`src/rtl/two_wire_slave_pkg.sv`:
```
// Constants, register map and state encoding of the two-wire slave
// transmitter. Assumes a 32-bit APB slave port on a 10 MHz pclk.

package two_wire_slave_pkg;

  ////////////////////////////////////////////////////////////////////////////
  // Register byte offsets on APB
  localparam logic [7:0] OFS_OWN_ADDR = 8'h00; // Own slave address
  localparam logic [7:0] OFS_CONTROL  = 8'h04; // Serial control
  localparam logic [7:0] OFS_STATUS   = 8'h08; // Bus status, read only
  localparam logic [7:0] OFS_BUFFER   = 8'h0c; // Byte buffer

  ////////////////////////////////////////////////////////////////////////////
  // Control register bit positions
  localparam int CTL_FLAG  = 7; // Step done flag, write one clears
  localparam int CTL_ACK   = 6; // Acknowledge enable
  localparam int CTL_STA   = 5; // Start request
  localparam int CTL_STO   = 4; // Stop request
  localparam int CTL_WC    = 3; // Write collision, read only
  localparam int CTL_EN    = 2; // Interface enable
  localparam int CTL_IE    = 0; // Interrupt enable, stored only
  localparam int ADDR_GCE  = 0; // General call enable in own address

  ////////////////////////////////////////////////////////////////////////////
  // Reset values
  localparam logic [7:0] OWN_ADDR_RST = 8'h00;
  localparam logic [7:0] BUFFER_RST   = 8'hff;

  ////////////////////////////////////////////////////////////////////////////
  // Status codes (prescaler bits read as zero)
  localparam logic [7:0] ST_NONE      = 8'hf8; // Flag clear, no info
  localparam logic [7:0] ST_SR_OWN    = 8'h60; // Own address + write
  localparam logic [7:0] ST_SR_GCALL  = 8'h70; // General call
  localparam logic [7:0] ST_TX_ADDR   = 8'ha8; // Own address + read
  localparam logic [7:0] ST_TX_LOST   = 8'hb0; // Same, after lost arb
  localparam logic [7:0] ST_TX_ACK    = 8'hb8; // Byte sent, ACK back
  localparam logic [7:0] ST_TX_NACK   = 8'hc0; // Byte sent, NACK back
  localparam logic [7:0] ST_TX_LASTAK = 8'hc8; // Last byte, ACK back
  localparam logic [7:0] STATUS_MASK  = 8'hf8; // Prescaler bits zeroed
  localparam logic [6:0] GCALL_ADDR   = 7'h00; // General call address

  ////////////////////////////////////////////////////////////////////////////
  // Bit counts
  localparam logic [3:0] ADDR_BITS    = 4'h8; // Address plus direction
  localparam logic [3:0] TX_BITS_LEFT = 4'h7; // Bits after the first

  ////////////////////////////////////////////////////////////////////////////
  // Link state machine, one-hot
  typedef enum logic [5:0] {
    LS_IDLE     = 6'b000001, // Unaddressed, watching for START
    LS_ADDR     = 6'b000010, // Shifting in address and direction
    LS_ADDR_ACK = 6'b000100, // Driving address acknowledge
    LS_TX       = 6'b001000, // Shifting out a data byte
    LS_TX_ACK   = 6'b010000, // Sampling master acknowledge
    LS_WAIT     = 6'b100000  // Flag set, clock stretched
  } link_state_t;

endpackage : two_wire_slave_pkg

```
`src/rtl/two_wire_slave_transmitter.sv`:
```
// Two-wire slave transmitter with APB register access.
// Assumes open-drain SCL/SDA resolved outside; pins arrive asynchronous
// and are synchronised to pclk. Sleep and arbitration inputs are pclk.
`timescale 1ns/1ps

module two_wire_slave_transmitter
(
  input  wire logic        pclk,            // System clock
  input  wire logic        presetn,         // Async reset, active low
  input  wire logic        psel,            // APB select
  input  wire logic        penable,         // APB access phase
  input  wire logic        pwrite,          // APB direction
  input  wire logic [7:0]  paddr,           // APB byte address
  input  wire logic [31:0] pwdata,          // APB write data
  output logic      [31:0] prdata,          // APB read data
  output logic             pready,          // APB ready
  output logic             pslverr,         // APB error
  input  wire logic        scl_i,           // Serial clock level
  output logic             scl_o,           // Serial clock drive value
  output logic             scl_oe,          // Pull serial clock low
  input  wire logic        sda_i,           // Serial data level
  output logic             sda_o,           // Serial data drive value
  output logic             sda_oe,          // Pull serial data low
  input  wire logic        arb_lost,        // Own master lost arbitration
  input  wire logic        deep_sleep,      // Non-idle sleep active
  output logic             wake_req,        // Address wake-up request
  output logic             start_queued     // START pending, bus free
);

  ////////////////////////////////////////////////////////////////////////////
  // Whole module state
  typedef struct packed {
    logic                           rdy;     // APB ready
    logic [31:0]                    rdata;   // APB read data
    logic                           err;     // APB error
    logic [7:0]                     addr;    // Own slave address reg
    logic                           ack_en;  // Acknowledge enable
    logic                           sta;     // Start request
    logic                           sto;     // Stop request
    logic                           en;      // Interface enable
    logic                           ie;      // Interrupt enable
    logic                           wc;      // Write collision
    logic                           flag;    // Step done flag
    logic [7:0]                     status;  // Status code
    logic [7:0]                     buffer;  // Byte buffer
    logic                           scl_m;   // SCL sync stage one
    logic                           scl_s;   // SCL sync stage two
    logic                           scl_p;   // SCL previous
    logic                           sda_m;   // SDA sync stage one
    logic                           sda_s;   // SDA sync stage two
    logic                           sda_p;   // SDA previous
    two_wire_slave_pkg::link_state_t st;     // Link state
    logic [7:0]                     sh;      // Shift register
    logic [3:0]                     cnt;     // Bit counter
    logic                           rw;      // Direction bit
    logic                           gcall;   // Addressed by general call
    logic                           last;    // Current byte is last
    logic                           nack;    // Master answered NACK
    logic                           lost;    // Arbitration lost earlier
    logic                           busy;    // Bus between START, STOP
    logic                           scl_oe;  // SCL pull down
    logic                           sda_oe;  // SDA pull down
    logic                           wake;    // Wake request
    logic                           startq;  // START queued output
  } state_t;

  state_t s_q; // Registered state
  state_t s_d; // Next state

  ////////////////////////////////////////////////////////////////////////////
  // Register select decode
  function automatic logic hit(input logic [7:0] a, input logic [7:0] ofs);
    hit = (a == ofs);
  endfunction : hit

  logic       wr_done;   // APB write completes this edge
  logic       rd_access; // APB read access cycle, not yet ready
  logic       flag_clr;  // Software writes one to flag
  logic       scl_rise;  // Synchronised SCL rising edge
  logic       scl_fall;  // Synchronised SCL falling edge
  logic       start_det; // START seen on bus
  logic       stop_det;  // STOP seen on bus
  logic       match_own; // Address bits equal own address
  logic       match_gc;  // General call accepted
  logic [7:0] rd_mux;    // Read data selection
  logic [7:0] ctl_rd;    // Control register read view

  ////////////////////////////////////////////////////////////////////////////
  // Next-state logic
  always_comb
  begin
    s_d = s_q;
    wr_done   = psel && penable && s_q.rdy && pwrite;
    rd_access = psel && penable && !s_q.rdy && !pwrite;
    flag_clr  = wr_done && hit(paddr, two_wire_slave_pkg::OFS_CONTROL) &&
                pwdata[two_wire_slave_pkg::CTL_FLAG];
    scl_rise  = s_q.scl_s && !s_q.scl_p;
    scl_fall  = !s_q.scl_s && s_q.scl_p;
    start_det = s_q.scl_s && s_q.scl_p && !s_q.sda_s && s_q.sda_p;
    stop_det  = s_q.scl_s && s_q.scl_p && s_q.sda_s && !s_q.sda_p;
    match_own = (s_q.sh[7:1] == s_q.addr[7:1]);
    match_gc  = (s_q.sh[7:1] == two_wire_slave_pkg::GCALL_ADDR) &&
                s_q.addr[two_wire_slave_pkg::ADDR_GCE] && !s_q.sh[0];
    ctl_rd = 8'h00;
    ctl_rd[two_wire_slave_pkg::CTL_FLAG] = s_q.flag;
    ctl_rd[two_wire_slave_pkg::CTL_ACK]  = s_q.ack_en;
    ctl_rd[two_wire_slave_pkg::CTL_STA]  = s_q.sta;
    ctl_rd[two_wire_slave_pkg::CTL_STO]  = s_q.sto;
    ctl_rd[two_wire_slave_pkg::CTL_WC]   = s_q.wc;
    ctl_rd[two_wire_slave_pkg::CTL_EN]   = s_q.en;
    ctl_rd[two_wire_slave_pkg::CTL_IE]   = s_q.ie;

    // Two-flop synchronisers plus edge history
    s_d.scl_m = scl_i;
    s_d.scl_s = s_q.scl_m;
    s_d.scl_p = s_q.scl_s;
    s_d.sda_m = sda_i;
    s_d.sda_s = s_q.sda_m;
    s_d.sda_p = s_q.sda_s;

    // APB: one wait state, answer registered
    rd_mux = 8'h00;
    unique case (1'b1)
      hit(paddr, two_wire_slave_pkg::OFS_OWN_ADDR): rd_mux = s_q.addr;
      hit(paddr, two_wire_slave_pkg::OFS_CONTROL):  rd_mux = ctl_rd;
      hit(paddr, two_wire_slave_pkg::OFS_STATUS):
        rd_mux = s_q.flag ? (s_q.status & two_wire_slave_pkg::STATUS_MASK)
                          : two_wire_slave_pkg::ST_NONE;
      hit(paddr, two_wire_slave_pkg::OFS_BUFFER):   rd_mux = s_q.buffer;
      default:                                      rd_mux = 8'h00;
    endcase
    s_d.rdy = psel && penable && !s_q.rdy;
    s_d.err = psel && penable && !s_q.rdy &&
              !(hit(paddr, two_wire_slave_pkg::OFS_OWN_ADDR) ||
                hit(paddr, two_wire_slave_pkg::OFS_CONTROL)  ||
                hit(paddr, two_wire_slave_pkg::OFS_STATUS)   ||
                hit(paddr, two_wire_slave_pkg::OFS_BUFFER));
    if (rd_access)
    begin
      s_d.rdata = {24'h000000, rd_mux};
    end

    // Register writes at the completing edge
    if (wr_done)
    begin
      if (hit(paddr, two_wire_slave_pkg::OFS_OWN_ADDR))
      begin
        s_d.addr = pwdata[7:0];
      end
      if (hit(paddr, two_wire_slave_pkg::OFS_CONTROL))
      begin
        s_d.ack_en = pwdata[two_wire_slave_pkg::CTL_ACK];
        s_d.sta    = pwdata[two_wire_slave_pkg::CTL_STA];
        s_d.sto    = pwdata[two_wire_slave_pkg::CTL_STO];
        s_d.en     = pwdata[two_wire_slave_pkg::CTL_EN];
        s_d.ie     = pwdata[two_wire_slave_pkg::CTL_IE];
      end
      if (hit(paddr, two_wire_slave_pkg::OFS_BUFFER))
      begin
        // Buffer writes only count while the flag is set
        if (s_q.flag)
        begin
          s_d.buffer = pwdata[7:0];
          s_d.wc     = 1'b0;
        end
        else
        begin
          s_d.wc = 1'b1;
        end
      end
    end
    // flag cleared only by writing one
    if (flag_clr)
    begin
      s_d.flag = 1'b0;
    end

    // Arbitration loss remembered until the next addressing
    if (arb_lost)
    begin
      s_d.lost = 1'b1;
    end

    // Bus busy tracking for the queued START
    if (start_det)
    begin
      s_d.busy = 1'b1;
    end
    else if (stop_det)
    begin
      s_d.busy = 1'b0;
    end
    // START queued output raised while bus is free
    s_d.startq = s_q.sta && s_q.en && !s_q.busy;

    // Wake request drops once the system runs again
    if (!deep_sleep)
    begin
      s_d.wake = 1'b0;
    end

    // Link state machine
    unique case (s_q.st)
      two_wire_slave_pkg::LS_IDLE:
      begin
        if (start_det)
        begin
          s_d.st  = two_wire_slave_pkg::LS_ADDR;
          s_d.cnt = 4'h0;
        end
      end
      two_wire_slave_pkg::LS_ADDR:
      begin
        if (scl_rise)
        begin
          s_d.sh  = {s_q.sh[6:0], s_q.sda_s};
          s_d.cnt = s_q.cnt + 4'h1;
        end
        else if (scl_fall && s_q.cnt == two_wire_slave_pkg::ADDR_BITS)
        begin
          // same path answers in deep sleep
          if ((match_own || match_gc) && s_q.ack_en && s_q.en)
          begin
            s_d.st     = two_wire_slave_pkg::LS_ADDR_ACK;
            s_d.sda_oe = 1'b1;
            s_d.rw     = s_q.sh[0];
            s_d.gcall  = !match_own;
            s_d.wake   = deep_sleep;
          end
          else
          begin
            s_d.st = two_wire_slave_pkg::LS_IDLE;
          end
        end
      end
      two_wire_slave_pkg::LS_ADDR_ACK:
      begin
        if (scl_fall)
        begin
          s_d.sda_oe = 1'b0;
          s_d.flag   = 1'b1;
          s_d.st     = two_wire_slave_pkg::LS_WAIT;
          s_d.lost   = 1'b0;
          if (s_q.rw)
          begin
            s_d.status = s_q.lost ? two_wire_slave_pkg::ST_TX_LOST
                                  : two_wire_slave_pkg::ST_TX_ADDR;
          end
          else
          begin
            s_d.status = s_q.gcall ? two_wire_slave_pkg::ST_SR_GCALL
                                   : two_wire_slave_pkg::ST_SR_OWN;
          end
        end
      end
      two_wire_slave_pkg::LS_TX:
      begin
        if (scl_fall)
        begin
          if (s_q.cnt == 4'h0)
          begin
            s_d.sda_oe = 1'b0;
            s_d.st     = two_wire_slave_pkg::LS_TX_ACK;
          end
          else
          begin
            s_d.sda_oe = !s_q.sh[7];
            s_d.sh     = {s_q.sh[6:0], 1'b1};
            s_d.cnt    = s_q.cnt - 4'h1;
          end
        end
      end
      two_wire_slave_pkg::LS_TX_ACK:
      begin
        if (scl_rise)
        begin
          s_d.nack = s_q.sda_s;
        end
        else if (scl_fall)
        begin
          s_d.flag = 1'b1;
          s_d.st   = two_wire_slave_pkg::LS_WAIT;
          if (s_q.nack)
          begin
            s_d.status = two_wire_slave_pkg::ST_TX_NACK;
          end
          else if (s_q.last)
          begin
            s_d.status = two_wire_slave_pkg::ST_TX_LASTAK;
          end
          else
          begin
            s_d.status = two_wire_slave_pkg::ST_TX_ACK;
          end
        end
      end
      two_wire_slave_pkg::LS_WAIT:
      begin
        if (flag_clr)
        begin
          if (s_q.status == two_wire_slave_pkg::ST_TX_ADDR ||
              s_q.status == two_wire_slave_pkg::ST_TX_LOST ||
              s_q.status == two_wire_slave_pkg::ST_TX_ACK)
          begin
            // load byte, ack bit marks last
            s_d.st     = two_wire_slave_pkg::LS_TX;
            s_d.sda_oe = !s_q.buffer[7];
            s_d.sh     = {s_q.buffer[6:0], 1'b1};
            s_d.cnt    = two_wire_slave_pkg::TX_BITS_LEFT;
            s_d.last   = !s_d.ack_en;
          end
          else
          begin
            s_d.st     = two_wire_slave_pkg::LS_IDLE;
            s_d.sda_oe = 1'b0;
          end
        end
      end
      default:
      begin
        s_d.st = two_wire_slave_pkg::LS_IDLE;
      end
    endcase

    // STOP or repeated START while addressed ends the transfer
    if (s_q.st != two_wire_slave_pkg::LS_WAIT &&
        s_q.st != two_wire_slave_pkg::LS_IDLE && (start_det || stop_det))
    begin
      s_d.st     = start_det ? two_wire_slave_pkg::LS_ADDR
                             : two_wire_slave_pkg::LS_IDLE;
      s_d.cnt    = 4'h0;
      s_d.sda_oe = 1'b0;
    end

    // clock held low from flag set in LS_WAIT until flag clear
    s_d.scl_oe = s_d.flag && (s_d.st == two_wire_slave_pkg::LS_WAIT);

    // Interface disabled: release bus and stop, from the writing edge on
    if (!s_d.en)
    begin
      s_d.st     = two_wire_slave_pkg::LS_IDLE;
      s_d.sda_oe = 1'b0;
      s_d.scl_oe = 1'b0;
    end
  end

  ////////////////////////////////////////////////////////////////////////////
  // State register
  always_ff @(posedge pclk or negedge presetn)
  begin
    if (!presetn)
    begin
      s_q        <= '0;
      s_q.addr   <= two_wire_slave_pkg::OWN_ADDR_RST;
      // buffer never loaded from the bus
      s_q.buffer <= two_wire_slave_pkg::BUFFER_RST;
      s_q.status <= two_wire_slave_pkg::ST_NONE;
      s_q.st     <= two_wire_slave_pkg::LS_IDLE;
      s_q.scl_m  <= 1'b1;
      s_q.scl_s  <= 1'b1;
      s_q.scl_p  <= 1'b1;
      s_q.sda_m  <= 1'b1;
      s_q.sda_s  <= 1'b1;
      s_q.sda_p  <= 1'b1;
      s_q.sh     <= 8'hff;
    end
    else
    begin
      s_q <= s_d;
    end
  end

  ////////////////////////////////////////////////////////////////////////////
  // Outputs straight from flops, drive values tied to zero
  assign prdata       = s_q.rdata;
  assign pready       = s_q.rdy;
  assign pslverr      = s_q.err;
  assign scl_o        = 1'b0;
  assign sda_o        = 1'b0;
  assign scl_oe       = s_q.scl_oe;
  assign sda_oe       = s_q.sda_oe;
  assign wake_req     = s_q.wake;
  assign start_queued = s_q.startq;

endmodule : two_wire_slave_transmitter

```
`config.mk`:
```
export PLATFORM = sky130hd
export DESIGN_NAME = two_wire_slave_transmitter
export DESIGN_NICKNAME = d
export VERILOG_FILES = /design/src/rtl/two_wire_slave_pkg.sv /design/src/rtl/two_wire_slave_transmitter.sv
export SDC_FILE = /design/constraint.sdc
export NUM_CORES = 1
export LEC_CHECK = 0
export ABC_AREA = 0
export ABC_CLOCK_PERIOD_IN_PS = 2700
export BUFFER_PORTS_ARGS = -buffer_cell sky130_fd_sc_hd__buf_2
export CAP_MARGIN = 25
export CELL_PAD_IN_SITES_DETAIL_PLACEMENT = 0
export CELL_PAD_IN_SITES_GLOBAL_PLACEMENT = 2
export CORE_MARGIN = 4
export CORE_UTILIZATION = 35
export CTS_CLUSTER_SIZE = 20
export DETAILED_ROUTE_END_ITERATION = 8
export PLACE_DENSITY_LB_ADDON = 0.15
export SYNTH_ARGS = -nofsm -noshare
export SYNTH_HDL_FRONTEND = slang
export SYNTH_SLANG_ARGS = --single-unit
```
`constraint.sdc`:
```
create_clock -name pclk -period 2.7 [get_ports pclk]
set_input_delay 0.54 -clock pclk [delete_from_list [all_inputs] [get_ports pclk]]
set_output_delay 0.54 -clock pclk [all_outputs]
set_load 0.02 [all_outputs]
```
==> Yosys cells after proc, flatten, opt, wreduce, memory -nomap -nowiden <==
Cells that the tools add are included.
{ "word_totals": {"register_bits": 75, "latchBits": 0, "mem_bits_rw": 0, "romBits": 0, "in_bits": 49, "output_inout_bits": 40, "wordCells": 191, "memories": 0} }
{ "classes": {"addsub": 2, "n_mul": 0, "div_mod_pow": 0, "magnitude_cmp": 0, "n_eq_ne": 38, "n_shift": 0, "n_mux": 55, "bitwise_logic": 1, "n_reduce_logical": 63} }
{ "ops": {"columns": ["op", "count"], "rows": [
  ["$mux 6", 9],
  ["$mux 12", 3],
  ["$mux 18", 2],
  ["$pmux 6 s6", 1],
  ["$pmux 8 s4", 1],
  ["$mux 9", 3],
  ["$logic_and 1x1->1", 25],
  ["$eq 8x8->1 const B", 3],
  ["$mux 8", 3],
  ["$ne 4x4->1 const B", 6],
  ["$pmux 8 s3", 1],
  ["$ne 3x3->1 const B", 6],
  ["$pmux 9 s2", 1],
  ["$eq 8x4->1 const B", 2],
  ["$mux 1", 16],
  ["$ne 2x2->1 const B", 8],
  ["$pmux 4 s4", 1],
  ["$mux 5", 3],
  ["$reduce_and 7->1", 2],
  ["$logic_not 1->1", 13],
  ["$eq 6x6->1 const B", 2],
  ["$mux 4", 3],
  ["$ne 6x1->1 const B", 2],
  ["$mux 2", 5],
  ["26 further kinds", 38]
]} }

==> Longest topological paths before layout <==
{ "depth": {"word_depth": 14, "depth_mapped": 7, "mapped_depth_nobuf": 7} }

==> Least setup slack after synthesis <==
Ideal clock, no wire load.
{ "synth_timing": {"path_type": "input-to-reg", "start": "input port paddr[5]", "end": "register s_q (netlist bit sda_oe)", "setup_ps": 111, "arrival_time_ps": 1980, "required_ps": 2589, "setup_slack_ps": 608, "cell_stages": 5, "path_buffers": 0, "cell_sequence": "nor4_4 nand4_4 a22o_1 o31a_1 a2111oi_2"} }
{ "synth_between": {"elab_chain_len": 5, "word_cells_on_any_way": 14} }
{ "synth_rtl": {"columns": ["item", "line", "text"], "rows": [
  ["start: declaration", "two_wire_slave_transmitter.sv:13", "input wire logic [7:0] paddr,"],
  ["$eq 8x3->1 (*)", "two_wire_slave_transmitter.sv:73", "hit = (a == ofs);"],
  ["$mux 5 or $logic_and 1x1->1 (tied branches)", "two_wire_slave_transmitter.sv:150, two_wire_slave_transmitter.sv:95", null],
  ["$mux 6 or $logic_and 1x1->1 (tied branches)", "two_wire_slave_transmitter.sv:144, two_wire_slave_transmitter.sv:95", null],
  ["$ne 6x1->1 (no source line) or $ne 4x4->1 (tied branches)", null, null],
  ["$reduce_and 7->1 (no source line)", null, null],
  ["end: declaration", "two_wire_slave_transmitter.sv:67", "state_t s_q;"]
]} }
Every way passes the cells marked *; elsewhere a longest branch is shown, timed or not.
A chain may end at the register's enable or synchronous reset.

==> Worst setup path after layout <==
{ "layout_timing": {"start": "register s_q[27] (netlist bit)", "end": "register s_q[12] (netlist bit)"} }
{ "layout_between": {"elab_chain_len": 5, "word_cells_on_any_way": 18} }
{ "layout_rtl": {"columns": ["item", "line", "text"], "rows": [
  ["$ne 6x6->1 or $ne 6x1->1 (tied branches)", "two_wire_slave_transmitter.sv:326, two_wire_slave_transmitter.sv:327", null],
  ["$logic_and 1x1->1", "two_wire_slave_transmitter.sv:326", "if (s_q.st != two_wire_slave_pkg::LS_WAIT &&"],
  ["$logic_and 1x1->1", "two_wire_slave_transmitter.sv:327", "s_q.st != two_wire_slave_pkg::LS_IDLE && (start_det || stop_det))"],
  ["$ne 3x3->1 (no source line) or $reduce_bool 5->1 (tied branches)", null, null],
  ["$reduce_and 7->1 (no source line)", null, null]
]} }
Several ways; a longest one is shown, not always the timed one.

==> metrics.md <==
| Metric | Value |
|---|---|
| Status | `finished, final reports clean` |
| Clk_skew | `about 0.0054 ns` |
| CTS hold repair buffers | `0` |
| Sequential area share after synthesis | `43.3%` |
| Period utilization | `around 87%` |
| Setup TNS | `0 ns` |
| Synthesized flop and latch total | `72` |
| Critical Path AT | `between 2 and 3 ns` |
| Ys Warns | `0` |
| Vias | `3091` |
| Register-to-Register Path Depth | `5` |
| Slew HR | `roughly three fifths` |
| Worst Setup Path Type | `reg -> reg` |
| Netlist Area Pre-Place | `4240 um2` |
| Final min period | `2.36 ns` |
| Final WL | `around 11000 um` |
| Area growth syn-to-layout | `12.8%` |
| Final setup viols | `0` |
| Hold crit path type | `in -> async` |
| Share of layout cells above drive strength 1 | `33.6%` |
| Initial antenna violation count | `0` |
| Post-route insts no fill | `about 580` |
| Clk root buf | `clkbuf_16` |
| Critical Path Sink Type | `flop` |
| Reg2reg start | `s_q[27]` |
| Post-CTS sizing | `0` |
| Pin count of the biggest net entering global routing | `between 40 and 50` |
| Vias in the first global route | `3065` |
| Critical path origin | `s_q[27]` |
| Setup bufs post-CTS | `0` |
| Initial Util | `36.5%` |
| Pre-Repair DR Iteration Count | `5` |
| Top FF cell, synth | `dfrtp_1` |
| Routed len/inst | `18.8 um` |
| CTS buffer count | `9` |
| CP max FO | `13` |
| Final Wtd Congestion | `0.868` |
| Fillcell total | `1159` |
| TritonCTS clock tree | `built` |
| Clk_lat worst skew | `0.33 ns` |
| Final Slew Violations | `0` |
| Distinct cells, synth | `73` |
| Worst VDD drop | `393 uV` |
| Clock Path Buffers | `2` |
| Setup WS pre-CTS | `~0.3 ns` |
| Total Power | `2.42 mW` |
| Diodes inserted | `0` |
| Max cap viols | `0` |
| Fmax | `between 0.4 and 0.5 GHz` |
| Die height | `about 120 um` |
| GR Overflow Total | `0` |
| Syn Inst Count | `between 300 and 400` |
| Antenna-violating nets left | `0` |
| HPWL Detailed | `between 8000 and 9000 um` |
| Worst slew pin tran | `0.606 ns` |
| GRT Overall Usage | `between 15 and 20%` |
| I/O pins | `89` |
| Dpl cells | `about 560` |
| Row cnt | `39` |
| RSZ-0062 raised after global routing | `false` |
| Via density per instance | `5.35` |
| Startpoint type of the worst setup path | `flop` |
| Total die area | `roughly 14000 um2` |
| Worst setup margin | `about 0.34 ns` |
| Leak | `2.21 nW` |
| Final nets | `481` |
| DRC Markers | `0` |
| Core box area | `11600 um2` |
| Quantity of I/O buffers inserted on ports | `38` |
| Synthesized area per cell | `between 10 and 15 um2` |
| Asr flop ratio synth | `100%` |
| TritonCTS Sinks | `slightly above 70` |
| DR iter-0 viols | `roughly 210` |
| Number of synthesized flops with an enable pin | `0` |
| H-tree depth | `3` |
| Pwr Density | `between 500 and 600 nW/um2` |
| First-pass GRT wire length | `around 18000 um` |
| Final Hold Fails | `0` |
| Die width | `about 120 um` |
| Reg clk slew, reported paths | `0.06 ns` |
| Worst path required time | `between 2 and 3 ns` |
kinds of logic (layout without fill, tap and decap cells):
kind of cell | after synthesis | after routing | synth area share, %
AOI/OAI and AO/OA | 77 | 77 | 13.8
xor gates and xnor gates | 12 | 12 | 2.66
adders and majority gates | 2 | 2 | 0.590
buffers and inverters | 58 | 78 | 8.62
DFF | 72 | 72 | 43.3
muxes | 42 | 42 | 12.4
other | 1 | 26 | 0.0885
and+or+nand+nor | 126 | 126 | 18.5
worst max-delay path: stages, from the launching register on:
cell,delay (ns)
dfrtp_1,0.59
nor4_4,0.49
and2_1,0.24
o2111ai_1,0.19
a211oi_4,0.37
mux2_1,0.36
synthesized netlist by cell type (3+ instances only):
cell type | number | area, um2
a211oi_1 | 3 | 22.5
a21oi_1 | 8 | 40.0
a22o_1 | 16 | 140
a31oi_1 | 3 | 18.8
and2_1 | 7 | 43.8
and3_1 | 4 | 25.0
buf_2 | 7 | 35.0
buf_4 | 35 | 263
clkbuf_1 | 3 | 11.3
dfrtp_1 | 44 | 1100
dfstp_2 | 28 | 736
inv_1 | 11 | 41.3
mux2_2 | 29 | 327
mux2i_1 | 5 | 50.1
mux4_2 | 5 | 113
nand2_1 | 27 | 101
nand2b_1 | 7 | 43.8
nand3_1 | 12 | 60.1
nand3b_1 | 3 | 22.5
nand4_1 | 5 | 31.3
nor2_1 | 19 | 71.3
nor2b_1 | 5 | 31.3
nor3_1 | 8 | 40.0
nor4_1 | 4 | 25.0
nor4_4 | 3 | 63.8
o211ai_1 | 5 | 37.5
o21a_1 | 4 | 30.0
o21ai_0 | 14 | 70.1
or3_1 | 3 | 18.8
xnor2_1 | 3 | 26.3
xor2_1 | 8 | 70.1
layout by cell type, fill, tap and decap left out, drive strengths merged, types with 12 or more instances in the layout:
master,count
nand3,12
nor2,20
a22o,16
dfstp,28
conb,26
nand2,27
buf,51
o21ai,14
mux2,31
dfrtp,44
path summary, 6_finish.rpt:
kind	endpoint	slack (ns)
worst min-delay path	prdata[1]	0.22
worst max register to register	s_q[12]	0.34
worst min register to register	s_d[31]	0.35
min in group pclk	s_d[29]	0.31
worst max-delay path	s_q[12]	0.34
max in group asynchronous	s_q[40]	1.83
registers in the layout, summed over array words and instances, names as in the netlist:
signal	flops
s_d	4
s_q	47
wake_req	1
ctl_rd	7
sda_oe	1
scl_oe	1
pslverr	1
start_queued	1
pready	1
prdata	8
routing by layer:
| metal | routed length [um] | GRT usage (%) |
|---|---|---|
| met1 | 5250 | 23.3 |
| met2 | 4980 | 24.5 |
| met3 | 563 | 3.75 |
| met4 | 76 | 3.52 |
| met5 | 0 | 0 |
metrics by stage:
step	hold slack (ns)	area [um2]	util (%)
floorplan	0.244	4330	-
global placement	0.346	4490	38.7
detailed placement	0.347	4490	38.7
CTS	0.232	4780	41.2
global route	0.253	4780	41.2
finish	0.223	4780	41.2
final cells by class:
| type | count | area (um2) | share of cell area, % |
|---|---|---|---|
| repair buffers | 51 | 303 | 6.34 |
| inverters | 11 | 41.3 | 0.864 |
| well taps | 143 | 179 | 3.74 |
| clock inverters | 6 | 60.1 | 1.26 |
| flip-flops and latches | 72 | 1840 | 38.4 |
| multi-input cells | 285 | 2130 | 44.6 |
| clock buffers | 10 | 229 | 4.79 |
report_power, final:
group / leakage [nW] / total [mW] / internal (mW) / switching, mW
clock: 0.138 / 1.16 / 0.710 / 0.454
sequential: 0.877 / 1.11 / 1.10 / 0.0123
combinational: 1.19 / 0.149 / 0.0449 / 0.104
total: 2.21 / 2.42 / 1.85 / 0.570
(Power assumes the default switching activity.)
